<file path="src/logic/spt_timer_regs.vh">
// constants of the self-polling timer unit
`ifndef SPT_TIMER_REGS_VH
`define SPT_TIMER_REGS_VH

// ----------------------------------------------------------------------
// reference prescaler
// ----------------------------------------------------------------------
`define SPT_PRESCALE_LAST 6'h3f

// ----------------------------------------------------------------------
// polling mode field encodings
// ----------------------------------------------------------------------
`define SPT_MODE_CONST 2'h0
`define SPT_MODE_FFB 2'h1
`define SPT_MODE_MIXED 2'h2

// ----------------------------------------------------------------------
// reset values
// ----------------------------------------------------------------------
`define SPT_RST_TIMER 16'h0000
`define SPT_RST_PERIOD 8'h00

`endif

</file>
<file path="src/logic/spt_timer.v">
// self-polling timer unit: reference prescaler, on/off and period timers, scan control
//
// Functional notes
// - tick is fsys/64 divided by reference divider
// - on/off and period timers drive polling signal
// - mode field selects the polling behaviour
// - wake-up detection enters run mode while the receiver is on and enable is high
// - constant mode uses fixed on and off
// - A and B on, shared off, byte pairs
// - single config polls A, dual polls both
// - channel count per configuration from its setting
// - constant mode gives each channel full on time unless permanent search is on
// - one off window follows all on windows
// - wake-up time starts with start-up or hop
// - fast fall back drops channel on sync timeout
// - criterion failure moves on or sleeps
// - fast fall back times window with A only
// - early receiver stop leaves timer untouched
// - mixed mode: A constant, B fast fall back
// - permanent search wraps to A channel 1
// - active and idle factors skip periods
`include "spt_timer_regs.vh"

module spt_timer (
	input wire sys_clk_in,
	input wire reset_in,
	input wire poll_enable_in,
	input wire [1:0] poll_mode_in,
	input wire permanent_wakeup_search_enable_in,
	input wire dual_cfg_in,
	input wire [1:0] cfg_a_channels_in,
	input wire [1:0] cfg_b_channels_in,
	input wire [7:0] poll_ref_divider_in,
	input wire [7:0] cfg_a_on_time_low_in,
	input wire [7:0] cfg_a_on_time_high_in,
	input wire [7:0] cfg_b_on_time_low_in,
	input wire [7:0] cfg_b_on_time_high_in,
	input wire [7:0] poll_off_time_low_in,
	input wire [7:0] poll_off_time_high_in,
	input wire [7:0] active_period_factor_in,
	input wire [7:0] idle_period_factor_in,
	input wire wakeup_found_in,
	input wire bit_sync_in,
	input wire sync_timeout_in,
	input wire criterion_fail_in,
	input wire run_exit_in,
	output reg rx_on_out,
	output reg cfg_b_sel_out,
	output reg [1:0] channel_out,
	output reg first_channel_out,
	output reg run_mode_out,
	output reg idle_period_out
);

	// ------------------------------------------------------------------
	// reference prescaler
	// ------------------------------------------------------------------
	// pre_cnt divides by 64; ref_cnt applies the programmable divider
	reg [5:0] pre_cnt_reg;
	reg [7:0] ref_cnt_reg;
	reg tick_reg;
	wire [7:0] div_eff = (poll_ref_divider_in == 8'h00) ? 8'h01 : poll_ref_divider_in;
	wire pre_tick = (pre_cnt_reg == `SPT_PRESCALE_LAST);

	// divider of zero behaves as one so the tick never stops
	always @(posedge sys_clk_in or posedge reset_in) begin
		if (reset_in) begin
			pre_cnt_reg <= 6'h00;
			ref_cnt_reg <= 8'h00;
			tick_reg <= 1'b0;
		end else begin
			pre_cnt_reg <= pre_cnt_reg + 6'h01;
			tick_reg <= 1'b0;
			if (pre_tick) begin
				if (ref_cnt_reg + 8'h01 >= div_eff) begin
					ref_cnt_reg <= 8'h00;
					tick_reg <= 1'b1;
				end else begin
					ref_cnt_reg <= ref_cnt_reg + 8'h01;
				end
			end
		end
	end

	// ------------------------------------------------------------------
	// controller state codes
	// ------------------------------------------------------------------
	// stop holds everything off; run parks the scan after a wake-up
	localparam [1:0] ST_STOP = 2'h0;
	localparam [1:0] ST_ON = 2'h1;
	localparam [1:0] ST_OFF = 2'h2;
	localparam [1:0] ST_RUN = 2'h3;

	// ------------------------------------------------------------------
	// controller state
	// ------------------------------------------------------------------
	// scan position, receiver enable and start-up flag
	reg [1:0] state_reg;
	reg [1:0] state_next;
	reg [15:0] tmr_reg;
	reg [15:0] tmr_next;
	reg cfg_b_reg;
	reg cfg_b_next;
	reg [1:0] ch_reg;
	reg [1:0] ch_next;
	reg rx_reg;
	reg rx_next;
	reg first_reg;
	reg first_next;
	// active/idle period bookkeeping
	reg idle_reg;
	reg idle_next;
	reg [7:0] per_cnt_reg;
	reg [7:0] per_cnt_next;

	// ------------------------------------------------------------------
	// configuration decode
	// ------------------------------------------------------------------
	// durations are tick counts; a zero count expires on the first tick
	// a channel count of zero acts as one so the scan never stalls
	wire [15:0] on_a = {cfg_a_on_time_high_in, cfg_a_on_time_low_in};
	wire [15:0] on_b = {cfg_b_on_time_high_in, cfg_b_on_time_low_in};
	wire [15:0] off_t = {poll_off_time_high_in, poll_off_time_low_in};
	wire [1:0] n_a = (cfg_a_channels_in == 2'h0) ? 2'h1 : cfg_a_channels_in;
	wire [1:0] n_b = (cfg_b_channels_in == 2'h0) ? 2'h1 : cfg_b_channels_in;
	// active factor of zero acts as one; idle factor of zero disables idling
	wire [7:0] m_eff = (active_period_factor_in == 8'h00) ? 8'h01 : active_period_factor_in;
	// permanent search only takes effect in constant mode
	wire perm = permanent_wakeup_search_enable_in && (poll_mode_in == `SPT_MODE_CONST);

	// ------------------------------------------------------------------
	// scan position
	// ------------------------------------------------------------------
	// per-channel style reloads the timer per channel; the other style owns one window
	wire ffb_style = (poll_mode_in == `SPT_MODE_FFB) || perm ||
		((poll_mode_in == `SPT_MODE_MIXED) && cfg_b_reg);
	wire last_in_cfg = ({1'b0, ch_reg} + 3'h1) >= {1'b0, (cfg_b_reg ? n_b : n_a)};
	wire last = last_in_cfg && (cfg_b_reg || !dual_cfg_in);
	// window ends on the tick that finds one count left
	wire expire = tick_reg && (tmr_reg <= 16'h0001);
	// abort only while the receiver is really searching
	wire abort = ffb_style && rx_reg &&
		((!bit_sync_in && sync_timeout_in) || (bit_sync_in && criterion_fail_in));
	// advance within a configuration, then hop to B
	wire adv_b = last_in_cfg ? 1'b1 : cfg_b_reg;
	wire [1:0] adv_ch = last_in_cfg ? 2'h0 : (ch_reg + 2'h1);

	// ------------------------------------------------------------------
	// next-state logic
	// ------------------------------------------------------------------
	// next-state logic of the scan controller
	// expiry outranks an abort in the same cycle, so a window never loses its tail
	always @* begin
		state_next = state_reg;
		tmr_next = (tick_reg && tmr_reg != 16'h0000) ? tmr_reg - 16'h0001 : tmr_reg;
		cfg_b_next = cfg_b_reg;
		ch_next = ch_reg;
		rx_next = rx_reg;
		first_next = first_reg;
		idle_next = idle_reg;
		per_cnt_next = per_cnt_reg;
		case (state_reg)
			ST_STOP: begin
				// every enable restarts from configuration A channel 1
				if (poll_enable_in) begin
					state_next = ST_ON;
					tmr_next = on_a;
					cfg_b_next = 1'b0;
					ch_next = 2'h0;
					rx_next = 1'b1;
					first_next = 1'b1;
					idle_next = 1'b0;
					per_cnt_next = `SPT_RST_PERIOD;
				end
			end
			ST_ON: begin
				if (wakeup_found_in && rx_reg && !idle_reg) begin
					state_next = ST_RUN;
					rx_next = 1'b0;
				end else if (expire) begin
					if (!ffb_style && !last) begin
						// next channel gets its own configuration's full on time
						cfg_b_next = adv_b;
						ch_next = adv_ch;
						tmr_next = adv_b ? on_b : on_a;
						first_next = 1'b0;
					end else begin
						state_next = ST_OFF;
						tmr_next = off_t;
						rx_next = 1'b0;
						first_next = 1'b0;
					end
				end else if (abort) begin
					// timer keeps running; only the receiver or channel changes
					first_next = 1'b0;
					if (!last) begin
						cfg_b_next = adv_b;
						ch_next = adv_ch;
					end else if (perm) begin
						cfg_b_next = 1'b0;
						ch_next = 2'h0;
					end else begin
						rx_next = 1'b0;
					end
				end
			end
			ST_OFF: begin
				// each master period restarts at configuration A channel 1
				if (expire) begin
					state_next = ST_ON;
					tmr_next = on_a;
					cfg_b_next = 1'b0;
					ch_next = 2'h0;
					rx_next = 1'b1;
					first_next = 1'b1;
					// active/idle period sequencing at each period boundary
					if (idle_reg) begin
						if (per_cnt_reg + 8'h01 >= idle_period_factor_in) begin
							idle_next = 1'b0;
							per_cnt_next = 8'h00;
						end else begin
							per_cnt_next = per_cnt_reg + 8'h01;
						end
					end else if (idle_period_factor_in != 8'h00) begin
						if (per_cnt_reg + 8'h01 >= m_eff) begin
							idle_next = 1'b1;
							per_cnt_next = 8'h00;
						end else begin
							per_cnt_next = per_cnt_reg + 8'h01;
						end
					end else begin
						per_cnt_next = 8'h00;
					end
				end
			end
			ST_RUN: begin
				// channel that woke up stays visible while in run mode
				if (run_exit_in) begin
					state_next = ST_ON;
					tmr_next = on_a;
					cfg_b_next = 1'b0;
					ch_next = 2'h0;
					rx_next = 1'b1;
					first_next = 1'b1;
					idle_next = 1'b0;
					per_cnt_next = 8'h00;
				end
			end
			default: begin
				state_next = ST_STOP;
			end
		endcase
		// a low enable wins over every other request
		if (!poll_enable_in) begin
			state_next = ST_STOP;
			rx_next = 1'b0;
			idle_next = 1'b0;
		end
	end

	// ------------------------------------------------------------------
	// state and output registers
	// ------------------------------------------------------------------
	// outputs follow the next values so they line up with the state registers
	always @(posedge sys_clk_in or posedge reset_in) begin
		if (reset_in) begin
			state_reg <= ST_STOP;
			tmr_reg <= `SPT_RST_TIMER;
			cfg_b_reg <= 1'b0;
			ch_reg <= 2'h0;
			rx_reg <= 1'b0;
			first_reg <= 1'b0;
			idle_reg <= 1'b0;
			per_cnt_reg <= `SPT_RST_PERIOD;
			rx_on_out <= 1'b0;
			cfg_b_sel_out <= 1'b0;
			channel_out <= 2'h0;
			first_channel_out <= 1'b0;
			run_mode_out <= 1'b0;
			idle_period_out <= 1'b0;
		end else begin
			state_reg <= state_next;
			tmr_reg <= tmr_next;
			cfg_b_reg <= cfg_b_next;
			ch_reg <= ch_next;
			rx_reg <= rx_next;
			first_reg <= first_next;
			idle_reg <= idle_next;
			per_cnt_reg <= per_cnt_next;
			// idle periods keep the receiver dark but run the same timing
			rx_on_out <= (state_next == ST_ON) && rx_next && !idle_next;
			cfg_b_sel_out <= cfg_b_next;
			channel_out <= ch_next;
			// start-up flag only for a period that really powers the receiver
			first_channel_out <= first_next && !idle_next && (state_next == ST_ON);
			run_mode_out <= (state_next == ST_RUN);
			idle_period_out <= idle_next;
		end
	end

endmodule

</file>
<file path="config.mk">
export PLATFORM = sky130hd
export DESIGN_NAME = spt_timer
export DESIGN_NICKNAME = d
export VERILOG_FILES = /design/src/logic/spt_timer.v
export VERILOG_INCLUDE_DIRS = /design/src /design/src/logic
export SDC_FILE = /design/constraint.sdc
export NUM_CORES = 1
export LEC_CHECK = 0
export ABC_AREA = 0
export BUFFER_PORTS_ARGS = -buffer_cell sky130_fd_sc_hd__buf_2
export CORE_ASPECT_RATIO = 0.75
export CORE_MARGIN = 2
export CORE_UTILIZATION = 42
export DETAILED_ROUTE_END_ITERATION = 12
export PLACE_DENSITY = 0.74
export SETUP_SLACK_MARGIN = 0.2
export SYNTH_ARGS = -nofsm -noshare
export SYNTH_HDL_FRONTEND = slang
export SYNTH_SLANG_ARGS = --single-unit
</file>
<file path="constraint.sdc">
create_clock -name sys_clk_in -period 6.1 [get_ports sys_clk_in]
set_input_delay 0.61 -clock sys_clk_in [delete_from_list [all_inputs] [get_ports sys_clk_in]]
set_output_delay 0.61 -clock sys_clk_in [all_outputs]
set_load 0.01 [all_outputs]
</file>
======== Word level (Yosys, flattened, before mapping) ========
Cells that the tools add are included.
cells by class
  reduce and logical (&&, ||, !) cells .... 37
  mux-type cells .......................... 79
  add/subtract/negate cells ............... 6
  equality and inequality tests ........... 15
  order comparisons ....................... 5
operators by type and width
  cell                                                  number
  two-way mux 16 bit                                    8
  two-way mux 8 bit                                     10
  one-hot mux 16 bit (4 select lines)                   1
  two-way mux 2 bit                                     19
  two-way mux 1 bit                                     34
  >= comparator 8 bit                                   3
  one-hot mux 8 bit (3 select lines)                    1
  adder 8 x 1 -> 8 bit, second input constant           2
  <= comparator 16 x 1 -> 1 bit, second input constant  1
  logical AND 1 bit                                     16
  zero test 8 bit                                       2
  one-hot mux 2 bit (4 select lines)                    2
  nonzero test 16 bit                                   1
  subtractor 16 x 1 -> 16 bit, second input constant    1
  one-hot mux 1 bit (4 select lines)                    3
  == test 2 bit, second input constant                  4
  zero test 2 bit                                       4
  != test 2 bit, second input constant                  4
  nonzero test 8 bit                                    1
  AND reduction 7 bit                                   1
  adder 6 x 1 -> 6 bit, second input constant           1
  == test 2 x 1 -> 1 bit, second input constant         3
  == test 6 bit, second input constant                  1
  zero test 1 bit                                       6
  other kinds (9)                                       13
storage, ports and cells
  flip-flop bits (word level) ............. 50
  input port bits ......................... 88
  output and inout port bits .............. 7

======== Depth between registers and ports, before layout ========
Gate-level depths: netlist (run 1).
  depth in word-level cells ............... 15
  mapped depth ............................ 12
  depth with buffers taken out ............ 11

======== Least setup slack after synthesis (run 1) ========
OpenSTA, ideal clock, no wires.
  kind .................................... input-to-reg
  start ................................... in cfg_a_channels_in[1]
  end ..................................... reg tmr_reg[10]
  stages on the path ...................... 11
  arrival time ............................ 2718 ps
  setup time .............................. 138 ps
  slack ................................... 3244 ps
  buffers on the path ..................... 2
  data required time ...................... 5962 ps
  path through ............................ inv_1 > o32a_1 > ha_1 > nand2b_1 > a31oi_1 > o21ai_0 > clkbuf_1 > clkbuf_1 > nor2_1 > a21oi_1 > o221ai_1
on the way
  word-level cells in the longest chain between the ends .. 11
RTL lines
  element                                line             RTL
  from (decl)                            spt_timer.v:31   input wire [1:0] cfg_a_channels_in,
  zero test 2 bit                        spt_timer.v:124  wire [1:0] n_a = (cfg_a_channels_in == 2'h0) ? 2'h1 : cfg_a_channels_in;
  two-way mux 2 bit *                    spt_timer.v:124
  two-way mux 2 bit *                    spt_timer.v:137  wire last_in_cfg = ({1'b0, ch_reg} + 3'h1) >= {1'b0, (cfg_b_reg ? n_b : n_a)};
  >= comparator 3 x 2 -> 1 bit *         spt_timer.v:137
  logical AND 1 bit                      spt_timer.v:138  wire last = last_in_cfg && (cfg_b_reg || !dual_cfg_in);
  zero test 1 bit                        n/a
  logical AND 1 bit                      spt_timer.v:181  if (!ffb_style && !last) begin
  two-way mux 16 bit *                   spt_timer.v:181
  two-way mux 16 bit *                   spt_timer.v:180  end else if (expire) begin
  two-way mux 16 bit *                   spt_timer.v:177  if (wakeup_found_in && rx_reg && !idle_reg) begin
  one-hot mux 16 bit (4 select lines) *  spt_timer.v:162  case (state_reg)
  net tmr_next[10]                       spt_timer.v:101  reg [15:0] tmr_next;
  to (signal assigned)                   spt_timer.v:268  tmr_reg <= `SPT_RST_TIMER;
  to (signal assigned)                   spt_timer.v:283  tmr_reg <= tmr_next;
  to (decl)                              spt_timer.v:100  reg [15:0] tmr_reg;
Mark *: on every way through the listed nets, which the timed path passes. The rest lies on a longest branch.
A chain may end at the register's enable or synchronous reset.

======== Worst setup path in the final report (run 1) ========
  start ................................... reg cfg_b_reg
  end ..................................... reg ch_reg[1]
on the way
  word-level cells in the longest chain between the ends .. 8
RTL lines
  element                                                 line                              RTL
  from (decl)                                             spt_timer.v:102                   reg cfg_b_reg;
  from (signal assigned)                                  spt_timer.v:284                   cfg_b_reg <= cfg_b_next;
  two-way mux 2 bit                                       spt_timer.v:137
  >= comparator 3 x 2 -> 1 bit                            spt_timer.v:137
  two-way mux 2 bit or logical AND 1 bit (tied branches)  spt_timer.v:146, spt_timer.v:138
  two-way mux 2 bit                                       spt_timer.v:196                   if (!last) begin
  two-way mux 2 bit                                       spt_timer.v:193                   end else if (abort) begin
  two-way mux 2 bit                                       spt_timer.v:180
  two-way mux 2 bit                                       spt_timer.v:177
  one-hot mux 2 bit (4 select lines)                      spt_timer.v:162
  to (signal assigned)                                    spt_timer.v:285                   ch_reg <= ch_next;
  to (decl)                                               spt_timer.v:104                   reg [1:0] ch_reg;
Several ways; a longest one is shown, not always the timed one. The select of a mux whose other input is x is not followed.

==> impl_metrics.ini, run 1 <==
[timing]
fin_crit_sh_pct = 56.2
period_needed_ns = 3.43
maxSlewViolCount = 0
finalSetupViolCount = 0
fin_skew_ns = 0.00955
worst_pin_slew_ns = 1.15
max_freq_mhz = 292
rsz0062_at_grt = no
hold_viol = 0
tns_ns = 0
slew_headroom_pct = 23.6

[worst_setup_path]
end_kind = register
cp_max_fo = 30
crit_arrival_ns = 3.60
criticalPathCategory = register to register
startpoint_type = register
critPathRequiredTime_ns = 6.27

[power_and_ir_drop]
cellLeakagePower_uw = 0.00239
p_total_uw = 1340
ir_drop_v = 0.000295
cellPowerDensity_nw_per_um2 = 278

[final_layout]
largest_reg_flops = 16
drive_gt1_share_pct = 21.7
n_antenna_cell = 0
stdcell_count = 695
nFillCells = 900
nNetsFinal = 683
multi_input_comb_area_um2 = 2610
areaGrowthSynthToFinish_pct = 18.6
regArea_um2 = 1250
final_util_pct = 50.6
fin_area_um2 = 4800

[detailed_routing]
viasPerCell = 5.47
remaining_drc_errors = 0
firstDrtPassIters = 5
postRouteAntennaNets = 0
wl_per_cell_um = 14.7
drt_iter0_markers = 128
routed_wl_um = 10200
vias = 3800

[synthesis]
ys_types = 66
syn_area_um2 = 4050
ys_seq_area_share_pct = 30.9
netlist_top_cells_area = dfrtp_1, ha_1, nand2_1
synth_seq_cells = 50
synth_ff_type = dfrtp_1
synth_area_leader_cell = dfrtp_1
synth_edf_count = 0
synth_cells = 473
ys_warn_count = 0
syn_avg_cell_area_um2 = 8.56
async_reset_ff_share_pct = 100
synth_top_area_share_pct = 30.9
syn-num-nets = 594

[die]
die_h_um = 89.0
io_pins = 95
rows = 31
core_region_area_um2 = 9500
start_util_pct = 42.6
die_w_um = 117
dieArea_um2 = 10500

[clock_network]
clockBufferDepth = 2
post_cts_resize_count = 0
post-cts-setup-buffers = 0
cts_tree = done
hold_buffers = 0
htreeDepth = 2
cts_made_buffers = 5
clk_transition_reported_paths_ns = 0.06
root_buffer = clkbuf_16
clk_latency_ns = 0.29
clkSinkCount = 50

[place]
dp.cells = 687
hpwl_um = 7820
gp_congestion = 0.894
portBuffers = 94
placed_cell_area_um2 = 4640

[global_routing]
grt_pass1_vias = 3671
grt_first_pass_wirelength_um = 16800
antenna_found_initial = 0
grt_overflow_total = 0
track_usage_pct = 19.6
grt_max_degree = 51

[flow_run]
cap_violations = 0

[min_path]
min_path_type = register to register

[run_status]
status = finished clean
[stage by stage]
stage / setup WS [ns] / hold slack, ns
6_report: 2.67 / 0.480
5_1_grt: 2.37 / 0.512
4_1_cts: 2.69 / 0.476
3_5_place_dp: 2.59 / 0.465
3_3_place_gp: 2.68 / 0.461
2_1_floorplan: 3.24 / 0.442
[cells in the mapped netlist (4+ instances only)]
master and number:
nor2b_1 5, xor2_1 13, nand3_1 13, a22oi_1 5
clkbuf_1 8, nor2_1 32, nand2b_1 15, nor4_1 7
ha_1 32, and3_1 8, inv_1 34, a21o_1 7
nor3_1 8, o221ai_1 12, nand2_1 63, o2111ai_1 4
mux2i_1 16, a21oi_1 25, a31oi_1 6, o21ai_0 24
o211ai_1 6, dfrtp_1 50, buf_2 5, xnor2_1 14
[placed cells by master (no fill, tap or decap), types with 7 or more instances in the layout]
master	count
ha_1	32
xnor2_1	14
dfrtp_1	50
o221ai_1	12
nor4_1	7
nand2_1	63
a21oi_1	25
a21o_1	7
nor2_1	32
mux2i_1	16
and3_1	8
xor2_1	13
nand3_1	13
inv_1	33
nand2b_1	15
o21ai_0	23
buf_2	94
nor3_1	8
[report_power, final]
| group | leakage (uW) | total [uW] | switching, uW | internal [uW] |
|---|---|---|---|---|
| logic | 0.00171 | 607 | 341 | 266 |
| clock network | 0.0000781 | 318 | 123 | 194 |
| registers | 0.000602 | 412 | 51.1 | 361 |
| total | 0.00239 | 1340 | 516 | 822 |
[final timing paths]
check                                     from        endpoint  slack, ns  depth (start not counted)
worst min-delay path            pre_cnt_reg[5]  pre_cnt_reg[5]       0.48                          1
worst min register to register  pre_cnt_reg[5]  pre_cnt_reg[5]       0.48                          1
worst max-delay path                 cfg_b_reg       ch_reg[1]       2.67                          8
worst max register to register       cfg_b_reg       ch_reg[1]       2.67                          8
min in group asynchronous             reset_in  ref_cnt_reg[2]       0.59                          2
max in group asynchronous             reset_in    state_reg[0]       4.86                          2
[routing by layer]
metal	global-route usage (%)	routed length [um]	vias to the layer above	part of all wire, %
met5	0	0	-	0
met2	33.1	4640	107	46
met1	26.1	4900	1783	48
li1	-	-	1900	-
met4	5.81	108	0	1.1
met3	3.83	542	10	5.3
[critical path, cell delays in order (launching register included)]
cell and delay (ns):
dfrtp_1 0.59, nand2_1 0.13, o21a_1 0.14, fa_1 0.53, a31oi_1 0.22, o21ai_2 0.95, a31oi_2 0.25, nand2_1 0.15
mux2_1 0.33
[logic make-up after synthesis]
| group | synth area share (%) |
|---|---|
| simple gates | 22.5 |
| buf+inv | 4.70 |
| xor+xnor | 5.84 |
| fa+ha+maj | 10.4 |
| flops | 30.9 |
| mux | 4.79 |
| compound gates | 20.9 |
[layout make-up]
class,instances,share of cell area (%)
multi-input combinational,375,54.4
sequential,50,26.0
timing repair buffer,96,10.1
tap,132,3.44
clock buffer,7,2.76
inverter,34,2.66
clock inverter,1,0.625
No activity file was read; power rests on OpenSTA's default activity.
==> run 2, diff against run 1 <==
ABC_AREA = 1   (was 0)
PLACE_DENSITY = 0.75   (was 0.74)
clock period = 2.9 ns   (was 6.1 ns; I/O delays follow)
==> impl_metrics.ini, run 2 <==
[worst_setup_path]
crit_chain = inv_2 > nand2_1 > and2_1 > fa_1 > inv_1 > nor2_1 > nand2_1 > nand2_2 > nand2_1 > nand2_4 > inv_2 > or2_2 > nand3_2 > o21ai_1 > nor2_1 > nand2_1
crit-reg2reg-launch = cfg_b_reg
crit_arrival_ns = 2.67
critPathRequiredTime_ns = 3.08
cp_max_fo = 5
startpoint = cfg_b_reg
cpPeakStageDelay_ns = 0.47
end_kind = register
cp_slowest_cell = fa_1
criticalPathCategory = register to register
path_delay_family = simple AND/OR/NAND/NOR gates
rrSetupSlack_ns = 0.41
crit_cells = 16
crit_buf_inv = 3
rr_endpoint = tmr_reg[9]
crit_top_cell = nand2_1
crit_end = tmr_reg[9]
ff2ff_path_depth = 16
startpoint_type = register

[die]
core_region_area_um2 = 10400
io_pins = 95
rows = 32
die_h_um = 93.8
die_w_um = 124
start_util_pct = 43.5
dieArea_um2 = 11600

[clock_network]
clockBufferDepth = 2
clk_transition_reported_paths_ns = 0.07
root_buffer = clkbuf_16
clk_latency_ns = 0.29
clkSinkCount = 50
cts_tree = done
cts_made_buffers = 5
htreeDepth = 2

[synthesis]
synth_area_leader_cell = dfrtp_1
ys_seq_area_share_pct = 27.7
netlist_top_cells_area = dfrtp_1, nand2_1, inv_1
syn_avg_cell_area_um2 = 6.67
ys_warn_count = 0
syn_area_um2 = 4510
async_reset_ff_share_pct = 100
ys_types = 42
synth_top_area_share_pct = 27.7
syn-num-nets = 797
synth_cells = 676
synth_edf_count = 0
synth_seq_cells = 50
synthMostInstantiatedCell = nand2_1
synth_ff_type = dfrtp_1
synth_common_cells = nand2_1, inv_1, nor2_1

[detailed_routing]
postRouteAntennaNets = 0
vias = 4548
routed_wl_um = 11500
wl_per_cell_um = 12.6
remaining_drc_errors = 0
viasPerCell = 4.98
firstDrtPassIters = 5
drt_iter0_markers = 194

[place]
hpwl_um = 9180
portBuffers = 94
gp_congestion = 0.903
placed_cell_area_um2 = 5140

[global_routing]
met3_usage_pct = 3.52
use_met2_pct = 33.2
grt_max_degree = 32
grt_first_pass_wirelength_um = 19500
grt_util_met1_pct = 29.8
busiest_layer = met2
antenna_found_initial = 0
grt_pass1_vias = 4230
grt_overflow_total = 0
track_usage_pct = 21.1

[timing]
holdWs_ns = -0.0107
hold_viol = 19
finalSetupViolCount = 0
max_freq_mhz = 401
tns_ns = 0
rsz0062_at_grt = no
slew_headroom_pct = 37.7
maxSlewViolCount = 0
period_needed_ns = 2.49
fin_skew_ns = 0.00307
fin_crit_sh_pct = 85.9
worst_pin_slew_ns = 0.931

[run_status]
violations = hold timing
status = finished with violations

[final_layout]
fin_area_um2 = 5370
final_cell_mix = nand2_1, inv_1, buf_2
layout_commonest_cell = nand2_1
nNetsFinal = 898
largest_reg_flops = 16
drive_gt1_share_pct = 20.7
areaGrowthSynthToFinish_pct = 19.1
n_antenna_cell = 0

[power_and_ir_drop]
cellPowerDensity_nw_per_um2 = 521
ir_drop_v = 0.000283
cellLeakagePower_uw = 0.00307

[flow_run]
cap_violations = 0

[min_path]
min_path_type = input pin to async pin
run 2: cell types whose count changed in the layout (fill, tap and decap cells not counted), moves of 11 or more:
cell / before / now
nand3_1: 13 / 42
o221ai_1: 12 / 0
xnor2_1: 14 / 2
mux2i_1: 16 / 0
nor2_1: 32 / 77
nand4_1: 2 / 13
nand2b_1: 15 / 0
inv_1: 33 / 115
nand2_1: 63 / 167
run 2: metal layers:
metal | share of wire, % | up-vias
li1 | - | 2357
met4 | 1.2 | 0
met2 | 45 | 114
met3 | 5.3 | 13
met5 | 0 | -
met1 | 48 | 2064
run 2: logic make-up after synthesis:
family / after synthesis / synth area share, %
adders and majority gates: 33 / 9.32
AOI/OAI and AO/OA: 92 / 12.1
DFF: 50 / 27.7
xor gates and xnor gates: 22 / 4.27
buffers and inverters: 134 / 11.7
and+or+nand+nor: 345 / 34.9
run 2: cell type report:
cell class	instances	area (um^2)
clock inverter	2	37.5
timing repair buffer	104	558
tap	136	170
multi-input combinational	492	2760
clock buffer	6	129
sequential	50	1250
fill	1012	5000
inverter	124	467
run 2: how the worst min path moves through the flow:
stage | from | to | slack [ns] | cells past startpoint
2_1_floorplan | cfg_a_on_time_low_in[1] | tmr_reg[1] | 0.41 | 2
3_3_place_gp | reset_in | rx_on_out | 0.31 | 2
3_5_place_dp | reset_in | rx_on_out | 0.32 | 2
4_1_cts | reset_in | rx_on_out | 0.001 | 2
5_1_grt | reset_in | rx_on_out | 0.02 | 2
6_report | reset_in | rx_on_out | -0.01 | 2
run 2: stage by stage:
stage	setup slack [ns]	power, uW	utilization (%)	std cells
global route	0.206	3050	51.8	914
finish	0.408	2800	51.8	914
floorplan	0.518	1700	-	676
CTS	0.215	2740	51.2	911
detailed placement	0.112	2060	49.6	903
global placement	0.150	2050	49.6	903
run 2: timing repair:
item / 4_1_cts / 5_1_grt
hold buffers: 0 / 0
resized for setup: 1 / 12
setup buffers: 0 / 3
setup endpoints to repair: 5 / 25
pin swaps: 0 / 2
endpoints found under the hold margin: 0 / 0
run 2: power by group:
group	total (uW)	internal (uW)	leakage [uW]	switching (uW)
Sequential	839	759	0.000605	79.6
Clock	670	408	0.0000771	262
Combinational	1290	444	0.00239	848
